--- src/asla_consts.svh ---
// Constants for the arming status and loop assignment slice
`ifndef ASLA_CONSTS_SVH
`define ASLA_CONSTS_SVH
`define ASLA_ADDR_ALGO_CONF     7'h66
`define ASLA_ADDR_ARM_STATUS    7'h6A
`define ASLA_ADDR_ARM1_LOOP     7'h6E
`define ASLA_ADDR_ARM2_LOOP     7'h6F
`define ASLA_ADDR_ARM1_STRETCH  7'h73
`define ASLA_RST_ALGO_CONF      16'h00CC
`define ASLA_RST_ARM1_LOOP      16'h00DC
`define ASLA_RST_ARM2_LOOP      16'h00DE
`define ASLA_FRAME_BITS         6'h20
`define ASLA_FRM_WRITE          31
`define ASLA_FRM_ADDR_HI        30
`define ASLA_FRM_ADDR_LO        24
`define ASLA_FRM_DATA_HI        15
`define ASLA_GOOD_LIMIT         2'h3
`define ASLA_BAD_LIMIT          2'h2
`define ASLA_CLK_MHZ            200
`define ASLA_TICK_US            2000
`define ASLA_ST_PIN_ECHO        7
`define ASLA_ST_VALID           6
`define ASLA_ST_ARMINT_HI       3
`define ASLA_ST_ARMINT_LO       2
`define ASLA_ST_EXT_LOW         1
`define ASLA_ST_EXT_HIGH        0
`define ASLA_SYNC_PINS          5
`endif

--- src/asla_pkg.sv ---
// Types shared by the arming status and loop assignment slice
package asla_pkg;
  typedef enum logic [1:0] {
    ASLA_IDLE  = 2'b01,
    ASLA_SHIFT = 2'b10
  } asla_spi_state_t;
  typedef logic [15:0] asla_word_t;
endpackage : asla_pkg

--- src/asla_crash_if.sv ---
// Crash input sample path between top and qualifier
`timescale 1ns/100ps
interface asla_crash_if;
  logic sample_strobe;
  logic sample_good;
  logic clear;
  logic valid;
  modport qual (input sample_strobe, sample_good, clear, output valid);
  modport top  (output sample_strobe, sample_good, clear, input valid);
endinterface : asla_crash_if

--- src/asla_crash_qual.sv ---
// Good/bad sample qualifier for the crash input validity flag
`timescale 1ns/100ps
`include "asla_consts.svh"
module asla_crash_qual
  import asla_pkg::*;
(
  // Clock and reset
  input  wire logic   clk,
  input  wire logic   rst_n,
  // Sample path
  asla_crash_if.qual  crash
);
  logic [1:0] good_sample_count;
  logic [1:0] bad_sample_count;
  logic       valid;
  logic [1:0] next_good_sample_count;
  logic [1:0] next_bad_sample_count;
  logic       next_valid;

  always_comb begin
    next_good_sample_count = good_sample_count;
    next_bad_sample_count  = bad_sample_count;
    next_valid             = valid;
    if (crash.clear) begin
      next_good_sample_count = 2'h0;
      next_bad_sample_count  = 2'h0;
      next_valid             = 1'b0;
    end else if (crash.sample_strobe) begin
      if (crash.sample_good) begin
        next_bad_sample_count = 2'h0;
        if (good_sample_count != `ASLA_GOOD_LIMIT) begin
          next_good_sample_count = good_sample_count + 2'h1;
        end
        if (next_good_sample_count == `ASLA_GOOD_LIMIT) begin
          next_valid = 1'b1;
        end
      end else begin
        next_good_sample_count = 2'h0;
        if (bad_sample_count != `ASLA_BAD_LIMIT) begin
          next_bad_sample_count = bad_sample_count + 2'h1;
        end
        if (next_bad_sample_count == `ASLA_BAD_LIMIT) begin
          next_valid = 1'b0;
        end
      end
    end
  end

  always_ff @(posedge clk) begin
    if (!rst_n) begin
      good_sample_count <= 2'h0;
      bad_sample_count  <= 2'h0;
      valid             <= 1'b0;
    end else begin
      good_sample_count <= next_good_sample_count;
      bad_sample_count  <= next_bad_sample_count;
      valid             <= next_valid;
    end
  end

  assign crash.valid = valid;
endmodule : asla_crash_qual

--- src/asla_top.sv ---
// Arming status, loop assignment and stretch timer with SPI access
// Overview of operation
// - Validity flag sets after three good samples
// - Validity flag clears after two bad samples
// - Status bits 1,0 echo external arm pins
// - Status bits 3,2 show internal arm signals
// - Loop bits tie arm line to loops
// - Loop writes only in diagnostic state
// - Stretch timer cleared, decremented every 2 ms
`timescale 1ns/100ps
`include "asla_consts.svh"
module asla_top
  import asla_pkg::*;
#(
  parameter int TICK_CYCLES = `ASLA_TICK_US * `ASLA_CLK_MHZ
) (
  // Clock and reset
  input  wire logic        REF_CLK,
  input  wire logic        RESET_N,
  // SPI pins
  input  wire logic        SPI_SCLK,
  input  wire logic        SPI_CS_N,
  input  wire logic        SPI_MOSI,
  output logic             SPI_MISO,
  output logic             SPI_MISO_OE,
  // External pins
  input  wire logic        CRASH_PIN,
  input  wire logic        EXTERNAL_ARM_HIGH,
  input  wire logic        EXTERNAL_ARM_LOW,
  // Safing engine side
  input  wire logic [1:0]  ARM_INTERNAL,
  input  wire logic        DIAGNOSTIC_STATE,
  input  wire logic        SAFING_STATE_RESET,
  input  wire logic        CRASH_SAMPLE_STROBE,
  input  wire logic        CRASH_SAMPLE_GOOD,
  input  wire logic        STRETCH_LOAD,
  input  wire logic [9:0]  STRETCH_LOAD_VALUE,
  // Outputs to deployment logic
  output logic [3:0]       ARM1_LOOP_LINK,
  output logic [3:0]       ARM2_LOOP_LINK,
  output logic [15:0]      ALGO_CONFIG,
  output logic [9:0]       STRETCH_COUNT,
  output logic             CRASH_INPUT_VALID
);
  localparam logic [18:0] TICK_LAST = 19'(TICK_CYCLES - 1);

  // Two-stage sync of all pins but chip select; stage one feeds stage two only
  logic [`ASLA_SYNC_PINS-1:0] pin_raw;
  logic [`ASLA_SYNC_PINS-1:0] pin_meta;
  logic [`ASLA_SYNC_PINS-1:0] pin_sync;
  assign pin_raw = {CRASH_PIN, EXTERNAL_ARM_LOW, EXTERNAL_ARM_HIGH,
                    SPI_MOSI, SPI_SCLK};
  genvar gi;
  generate
    for (gi = 0; gi < `ASLA_SYNC_PINS; gi++) begin : g_sync
      always_ff @(posedge REF_CLK) begin
        if (!RESET_N) begin
          pin_meta[gi] <= 1'b0;
          pin_sync[gi] <= 1'b0;
        end else begin
          pin_meta[gi] <= pin_raw[gi];
          pin_sync[gi] <= pin_meta[gi];
        end
      end
    end
  endgenerate

  // Chip select idles high, so it gets its own sync pair
  logic cs_meta;
  logic cs_sync;
  logic cs_prev;
  logic sclk_prev;
  always_ff @(posedge REF_CLK) begin
    if (!RESET_N) begin
      cs_meta   <= 1'b1;
      cs_sync   <= 1'b1;
      cs_prev   <= 1'b1;
      sclk_prev <= 1'b0;
    end else begin
      cs_meta   <= SPI_CS_N;
      cs_sync   <= cs_meta;
      cs_prev   <= cs_sync;
      sclk_prev <= pin_sync[0];
    end
  end

  logic sclk_rise;
  logic sclk_fall;
  logic cs_start;
  logic cs_end;
  assign sclk_rise = pin_sync[0] & ~sclk_prev;
  assign sclk_fall = ~pin_sync[0] & sclk_prev;
  assign cs_start  = cs_prev & ~cs_sync;
  assign cs_end    = ~cs_prev & cs_sync;

  // Register state
  logic [3:0]       arm1_loop;
  logic [3:0]       arm2_loop;
  asla_word_t       algo_conf;
  logic [9:0]       stretch;
  logic [18:0]      tick_cnt;
  logic [3:0]       next_arm1_loop;
  logic [3:0]       next_arm2_loop;
  asla_word_t       next_algo_conf;
  logic [9:0]       next_stretch;
  logic [18:0]      next_tick_cnt;
  logic             local_rst_n;
  assign local_rst_n = RESET_N & ~SAFING_STATE_RESET;

  // SPI state
  asla_spi_state_t  spi_state;
  asla_spi_state_t  next_spi_state;
  logic [31:0]      rx_shift;
  logic [31:0]      tx_shift;
  logic [31:0]      reply;
  logic [5:0]       bit_cnt;
  logic             miso;
  logic             miso_oe;
  logic [31:0]      next_rx_shift;
  logic [31:0]      next_tx_shift;
  logic [31:0]      next_reply;
  logic [5:0]       next_bit_cnt;
  logic             next_miso;
  logic             next_miso_oe;

  asla_crash_if crash ();
  assign crash.sample_strobe = CRASH_SAMPLE_STROBE;
  assign crash.sample_good   = CRASH_SAMPLE_GOOD;
  assign crash.clear         = SAFING_STATE_RESET;

  asla_crash_qual u_qual (
    .clk   (REF_CLK),
    .rst_n (RESET_N),
    .crash (crash.qual)
  );

  // Read decode for the reply word; unknown addresses read as zero
  function automatic asla_word_t read_word(input logic [6:0] addr);
    asla_word_t w;
    w = 16'h0000;
    case (addr)
      `ASLA_ADDR_ALGO_CONF:    w = algo_conf;
      `ASLA_ADDR_ARM_STATUS: begin
        w[`ASLA_ST_PIN_ECHO] = pin_sync[4];
        w[`ASLA_ST_VALID]    = crash.valid;
        w[`ASLA_ST_ARMINT_HI:`ASLA_ST_ARMINT_LO] = ARM_INTERNAL;
        w[`ASLA_ST_EXT_LOW]  = pin_sync[3];
        w[`ASLA_ST_EXT_HIGH] = pin_sync[2];
      end
      `ASLA_ADDR_ARM1_LOOP:    w[3:0] = arm1_loop;
      `ASLA_ADDR_ARM2_LOOP:    w[3:0] = arm2_loop;
      `ASLA_ADDR_ARM1_STRETCH: w[9:0] = stretch;
      default:                 w = 16'h0000;
    endcase
    return w;
  endfunction : read_word

  logic        frame_done;
  logic        frame_write;
  logic [6:0]  frame_addr;
  asla_word_t  frame_data;
  assign frame_done  = cs_end && (bit_cnt == `ASLA_FRAME_BITS);
  assign frame_write = rx_shift[`ASLA_FRM_WRITE];
  assign frame_addr  = rx_shift[`ASLA_FRM_ADDR_HI:`ASLA_FRM_ADDR_LO];
  assign frame_data  = rx_shift[`ASLA_FRM_DATA_HI:0];

  always_comb begin
    next_spi_state = spi_state;
    next_rx_shift  = rx_shift;
    next_tx_shift  = tx_shift;
    next_reply     = reply;
    next_bit_cnt   = bit_cnt;
    next_miso      = miso;
    next_miso_oe   = miso_oe;
    case (spi_state)
      ASLA_IDLE: begin
        next_miso_oe = 1'b0;
        if (cs_start) begin
          next_spi_state = ASLA_SHIFT;
          next_bit_cnt   = 6'h00;
          next_miso      = reply[31];
          next_tx_shift  = {reply[30:0], 1'b0};
          next_miso_oe   = 1'b1;
        end
      end
      ASLA_SHIFT: begin
        if (sclk_rise && bit_cnt != `ASLA_FRAME_BITS) begin
          next_rx_shift = {rx_shift[30:0], pin_sync[1]};
          next_bit_cnt  = bit_cnt + 6'h01;
        end
        if (sclk_fall && bit_cnt != 6'h00) begin
          next_miso     = tx_shift[31];
          next_tx_shift = {tx_shift[30:0], 1'b0};
        end
        if (cs_end) begin
          next_spi_state = ASLA_IDLE;
          next_miso_oe   = 1'b0;
          next_miso      = 1'b0;
          // Short frames are dropped whole
          if (frame_done) begin
            next_reply = {1'b0, frame_addr, 8'h00, read_word(frame_addr)};
          end
        end
      end
      default: begin
        next_spi_state = ASLA_IDLE;
        next_miso_oe   = 1'b0;
      end
    endcase
  end

  always_comb begin
    next_arm1_loop = arm1_loop;
    next_arm2_loop = arm2_loop;
    next_algo_conf = algo_conf;
    next_stretch   = stretch;
    next_tick_cnt  = tick_cnt;
    if (frame_done && frame_write && DIAGNOSTIC_STATE) begin
      case (frame_addr)
        `ASLA_ADDR_ARM1_LOOP: next_arm1_loop = frame_data[3:0];
        `ASLA_ADDR_ARM2_LOOP: next_arm2_loop = frame_data[3:0];
        `ASLA_ADDR_ALGO_CONF: next_algo_conf = frame_data;
        default:              next_algo_conf = algo_conf;
      endcase
    end
    if (stretch != 10'h000) begin
      if (tick_cnt == TICK_LAST) begin
        next_tick_cnt = 19'h00000;
        next_stretch  = stretch - 10'h001;
      end else begin
        next_tick_cnt = tick_cnt + 19'h00001;
      end
    end else begin
      next_tick_cnt = 19'h00000;
    end
    // Load only raises the count, never shortens it
    if (STRETCH_LOAD && STRETCH_LOAD_VALUE > stretch) begin
      next_stretch  = STRETCH_LOAD_VALUE;
      next_tick_cnt = 19'h00000;
    end
  end

  always_ff @(posedge REF_CLK) begin
    if (!RESET_N) begin
      spi_state <= ASLA_IDLE;
      rx_shift  <= 32'h00000000;
      tx_shift  <= 32'h00000000;
      reply     <= 32'h00000000;
      bit_cnt   <= 6'h00;
      miso      <= 1'b0;
      miso_oe   <= 1'b0;
    end else begin
      spi_state <= next_spi_state;
      rx_shift  <= next_rx_shift;
      tx_shift  <= next_tx_shift;
      reply     <= next_reply;
      bit_cnt   <= next_bit_cnt;
      miso      <= next_miso;
      miso_oe   <= next_miso_oe;
    end
  end

  always_ff @(posedge REF_CLK) begin
    if (!local_rst_n) begin
      arm1_loop <= 4'(`ASLA_RST_ARM1_LOOP);
      arm2_loop <= 4'(`ASLA_RST_ARM2_LOOP);
      algo_conf <= `ASLA_RST_ALGO_CONF;
      stretch   <= 10'h000;
      tick_cnt  <= 19'h00000;
    end else begin
      arm1_loop <= next_arm1_loop;
      arm2_loop <= next_arm2_loop;
      algo_conf <= next_algo_conf;
      stretch   <= next_stretch;
      tick_cnt  <= next_tick_cnt;
    end
  end

  always_ff @(posedge REF_CLK) begin
    if (!RESET_N) begin
      ARM1_LOOP_LINK    <= 4'h0;
      ARM2_LOOP_LINK    <= 4'h0;
      ALGO_CONFIG       <= 16'h0000;
      STRETCH_COUNT     <= 10'h000;
      CRASH_INPUT_VALID <= 1'b0;
    end else begin
      ARM1_LOOP_LINK    <= arm1_loop;
      ARM2_LOOP_LINK    <= arm2_loop;
      ALGO_CONFIG       <= algo_conf;
      STRETCH_COUNT     <= stretch;
      CRASH_INPUT_VALID <= crash.valid;
    end
  end

  assign SPI_MISO    = miso;
  assign SPI_MISO_OE = miso_oe;
endmodule : asla_top

--- config.mk ---
export PLATFORM = sky130hd
export DESIGN_NAME = asla_top
export DESIGN_NICKNAME = d
export VERILOG_FILES = /design/src/asla_pkg.sv /design/src/asla_crash_if.sv /design/src/asla_crash_qual.sv /design/src/asla_top.sv
export VERILOG_INCLUDE_DIRS = /design/src /design/src/src
export SDC_FILE = /design/constraint.sdc
export NUM_CORES = 1
export LEC_CHECK = 0
export BUFFER_PORTS_ARGS = -buffer_cell sky130_fd_sc_hd__buf_2
export CORE_ASPECT_RATIO = 1.1
export CORE_MARGIN = 2
export CORE_UTILIZATION = 54
export CTS_CLUSTER_DIAMETER = 120
export DETAILED_ROUTE_END_ITERATION = 10
export PLACE_DENSITY_LB_ADDON = 0.1
export SYNTH_ARGS = -nofsm -noshare
export SYNTH_HDL_FRONTEND = slang
export SYNTH_SLANG_ARGS = --single-unit
--- constraint.sdc ---
create_clock -name REF_CLK -period 2.2 [get_ports REF_CLK]
set_input_delay 0.11 -clock REF_CLK [delete_from_list [all_inputs] [get_ports REF_CLK]]
set_output_delay 0.11 -clock REF_CLK [all_outputs]
set_load 0.05 [all_outputs]
Word-level counts from Yosys, hierarchy flattened --
Cells that the tools add are included.
Operators by class: muxes and demuxes 37, bitwise gates (word level) 13, div/mod/pow operators 0, $add $sub $neg 5, reduce and logical (&&, ||, !) cells 25, $lt $le $gt $ge 1, shifts and indexed selects 0, $mul 0, eq/ne operators 20
Operators with widths (count):
- $mux W32 | 2
- $pmux W32 S2 | 1
- $eq A7 B7 Y1 const B | 5
- $mux W10 | 3
- $mux W2 | 12
- $pmux W4 S5 | 1
- $add A19 B1 Y19 const B | 1
- $eq A19 B19 Y1 const B | 1
- $mux W6 | 3
- $reduce_and A3 Y1 | 5
- $ne A2 B2 Y1 const B | 6
- $pmux W2 S2 | 3
- $pmux W6 S2 | 1
- $reduce_and A2 Y1 | 6
- $gt A10 B10 Y1 | 1
- $reduce_bool A10 Y1 | 1
- $sub A10 B1 Y10 const B | 1
- $mux W1 | 8
- $not A1 Y1 | 8
- $reduce_bool A2 Y1 | 4
- $add A6 B1 Y6 const B | 1
- $eq A2 B2 Y1 const B | 3
- $eq A6 B6 Y1 const B | 1
- $logic_and A1 B1 Y1 | 6
- other kinds (11) | 17
Word-level totals: input port bits 25, bits in writable memories 0, memories kept 0, output and inout port bits 37, bits in latches 0, word-level logic and storage cells 135, memory bits (read-only) 0, register bits 204

Longest topological paths before layout --
depth after elaboration 8, depth in mapped cells 9, depth with buffers taken out 7

Hierarchy --
A second synthesis with hierarchy kept.
Second synthesis, totals: cell total of the unflattened synthesis 897, area total of the unflattened synthesis 8200.4 µm²
Modules (own cells, without submodules):
- asla_top | cells each 874, area an instance 7978.9 µm², times used 1, sequential area each 3963.8 µm²
- asla_crash_qual | cells each 23, area an instance 221.5 µm², times used 1, sequential area each 100.1 µm²

Worst setup path after synthesis --
OpenSTA, ideal clock, no wires.
path type reg-to-reg, start register stretch[5], end register stretch[1], arrival 2005 ps, path buffers 1, required time 2084 ps, stages on the path, launching flop included 9, period minus slack after synthesis 2121 ps, setup time 116 ps, slack 79 ps, cells stage by stage dfxtp_1 > inv_1 > ha_1 > a21oi_1 > o21ai_0 > a2111oi_2 > clkbuf_1 > nor3_1 > a31o_2
On the way: word-level cells in the longest chain between the ends 4, elaborated cells on any way between the ends 7, classes of those cells 1 x order compare; 1 x mux; 5 x reduce/logical
Ends and longest elaborated chain:
- start: declaration | line asla_top.sv:100 | logic [9:0] stretch;
- start signal: assignment | line asla_top.sv:274 | stretch <= next_stretch;
- $gt A10 B10 Y1 | line asla_top.sv:237 | if (STRETCH_LOAD && STRETCH_LOAD_VALUE > stretch) begin
- $logic_and A1 B1 Y1 | line asla_top.sv:237
- $reduce_bool A2 Y1 (no source line)
- $reduce_and A2 Y1 (no source line)
Parallel ways exist; a longest one is shown, timed or not. A chain may end at the register's enable or synchronous reset.

Final worst setup path --
Same ends and word-level chain as after synthesis.

==> results.toml <==
[worst_hold_path]
hold_class = "input port to flip-flop"

[synth]
synth.area.top_cells = "dfxtp_1, nand2_1, and2_1"
synthesis.area_sq_um = 8090
seq_area_frac_synth_pct = 50.2
synth_seq_cells = 203
avgSynthCellArea_sq_um = 8.74
synth_edf_count = 0
yosysTopAreaCellShare_pct = 50.2
yosysMostFrequentCell = "dfxtp_1"
ys_dominant_reg_cell = "dfxtp_1"
yosysWarnings = 0
ys_types = 64
synthArstFlopShare_pct = 0
synth_nets = 965
synthCells = 925
synth_top_area_cell = "dfxtp_1"
synthTopCellsByCount = "dfxtp_1, nand2_1, nor2_1, a21oi_1, and2_1"

[placed_design]
dpl.hpwl_mm = 12.0
gp_congestion = 0.833
dpl_worst_slack_ns = 0.0380
port_buffers = 61

[cts]
cts.path.max_buffers = 3
clockRootBuffer = "clkbuf_16"
cts_tree = "yes"
clock_sinks = 203
clk_latency_ns = 0.49
numCtsBuffers = 22
htree_num_levels = 1
cts.clk_slew.worst_paths_ns = 0.06

[routing]
drtPass1Iterations = 5
post-route-drc-count = 0
final_antenna_net_count = 0
wire_per_inst_microns = 15.2
drtIter0Drc = 516
routed-via-count = 6520
via_per_inst = 5.36
routed_wl_mm = 18.4

[sta]
drv_slew = 0
setup_ws_ns = 0.128
finalSetupViolations = 0
relSlewSlack_pct = 51.4
worst_clock_skew_ns = 0.0129
max_freq_mhz = 483
hold_viol = 0
worst_slew_pin_slew_ns = 0.729
min_period_ns = 2.07
min_period_over_period_pct = 94.2

[global_route]
grt_start_max_net_pins = 68
gr-usage-met1_pct = 31.2
grt_use_total_pct = 22.9
gr-total-overflow = 0
use_met3_pct = 3.63
grt_pass1_vias = 6206
top_usage_layer = "met2"
met2_usage_pct = 37.9
antenna_found_initial = 0
grt_pass1_wl_mm = 30.4

[critical_path]
cp_max_fo = 10
endpoint_kind = "flip-flop"
worstPathRequired_ns = 2.58
path_class = "flip-flop to flip-flop"
max_stage_delay_ns = 0.34
crit_path_top_delay_cell = "dfxtp_1"
path_cells = "inv_1 > ha_1 > nand4_1 > a211oi_2 > a2111oi_2 > buf_4 > or2_4 > a31o_2"
cp-start-kind = "flip-flop"
cp.arrival_ns = 2.46

[power]
ir_drop_mv = 0.621
pwr_density_cell_nw_per_um2 = 817
leakagePower_nw = 3.56

[finish]
drive_gt1_share_pct = 16.3
final_core_util_pct = 66.4
fill_cells = 1231
antenna_cells = 0
num-nets-final = 1049
area_growth_pct = 19.5

[status]
status = "finished clean"

[job]
maxCapViolCount = 0

[die]
die_h_microns = 132
die_x_microns = 121
dieArea_sq_um = 16000
core-area_sq_um = 14600
start_util_pct = 55.5
ioPinCount = 62
row_count = 46
flip-flops by register name (all words and copies together) (netlist names), 10 cells and up:
register and count:
algo_conf 16, reply 23, rx_shift 32, ALGO_CONFIG 16, tick_cnt 19, stretch 10
STRETCH_COUNT 10, tx_shift 31
cells by family (layout without fill, tap and decap cells):
group,count (synthesis),after routing,share of synthesized area (%)
AND/OR/NAND/NOR,432,432,25.7
flip-flops,203,203,50.2
AO/OA/AOI/OAI,163,163,13.9
buffers and inverters,82,181,4.46
XOR/XNOR,22,22,2.38
adder cells (fa/ha/maj),15,15,2.32
multiplexers,8,8,0.990
through the flow:
step                      hold slack [ns]  power, mW  area [sq um]  cells  setup TNS [ns]
after global routing               0.0104       8.17          9670   1216         -0.0662
after detailed placement            0.294       4.24          8740   1161               0
after floorplan                     0.211       4.11          8090    925               0
final                             0.00922       7.89          9670   1216               0
after global placement              0.290       4.24          8740   1161               0
after CTS                        0.000557       7.94          9600   1212               0
per-layer routing:
metal / part of all wire [%] / vias to the layer above
li1: - / 3332
met1: 46 / 3015
met2: 48 / 147
met3: 4.9 / 26
met4: 1.6 / 0
met5: 0 / -
worst max-delay path, delay by kind of cell, from the launching register on:
| kind | cells | cell delay [ns] |
|---|---|---|
| buffers and inverters | 2 | 0.23 |
| adder cells (fa/ha/maj) | 1 | 0.32 |
| flip-flops | 1 | 0.34 |
| AO/OA/AOI/OAI | 3 | 0.60 |
| AND/OR/NAND/NOR | 2 | 0.48 |
layout by cell type, fill, tap and decap left out, drive strengths merged, types with 10 or more instances in the layout:
cell type	instances
dfxtp	203
a21oi	62
nor3	22
buf	102
nand2	198
a21boi	19
nor2	78
ha	15
dlygate4sd3	12
clkbuf	28
nand4	10
inv	27
a311oi	30
o21ai	10
and2	50
nand3	31
xnor2	13
where the power goes:
part / internal, mW / switching, mW
clock network: 2.24 / 1.45
registers: 3.74 / 0.0260
logic: 0.167 / 0.269
total: 6.14 / 1.75
final cells by class:
cell class / instances / area (sq um) / share of cell area, %
clock inverter: 12 / 123 / 1.27
sequential: 203 / 4060 / 42.0
tap: 192 / 240 / 2.49
clock buffer: 27 / 621 / 6.42
multi-input combinational: 640 / 3700 / 38.3
inverter: 27 / 101 / 1.05
timing repair buffer: 115 / 813 / 8.41
what timing repair did:
item                                    4_1_cts  5_1_grt
setup buffers                                 0        2
endpoints found under the setup margin        0       43
resized for setup                             0        9
hold buffers                                 12        0
endpoints found under the hold margin        14        0
path summary, 6_finish.rpt:
kind	start	end	slack [ns]	cells after the start
hold reg to reg	cs_meta	cs_sync	0.41	1
setup / recovery	stretch[5]	stretch[1]	0.13	8
setup reg to reg	stretch[5]	stretch[1]	0.13	8
hold / removal	RESET_N	SPI_MISO	0.009	2
Power figures use the tool's default switching activity.
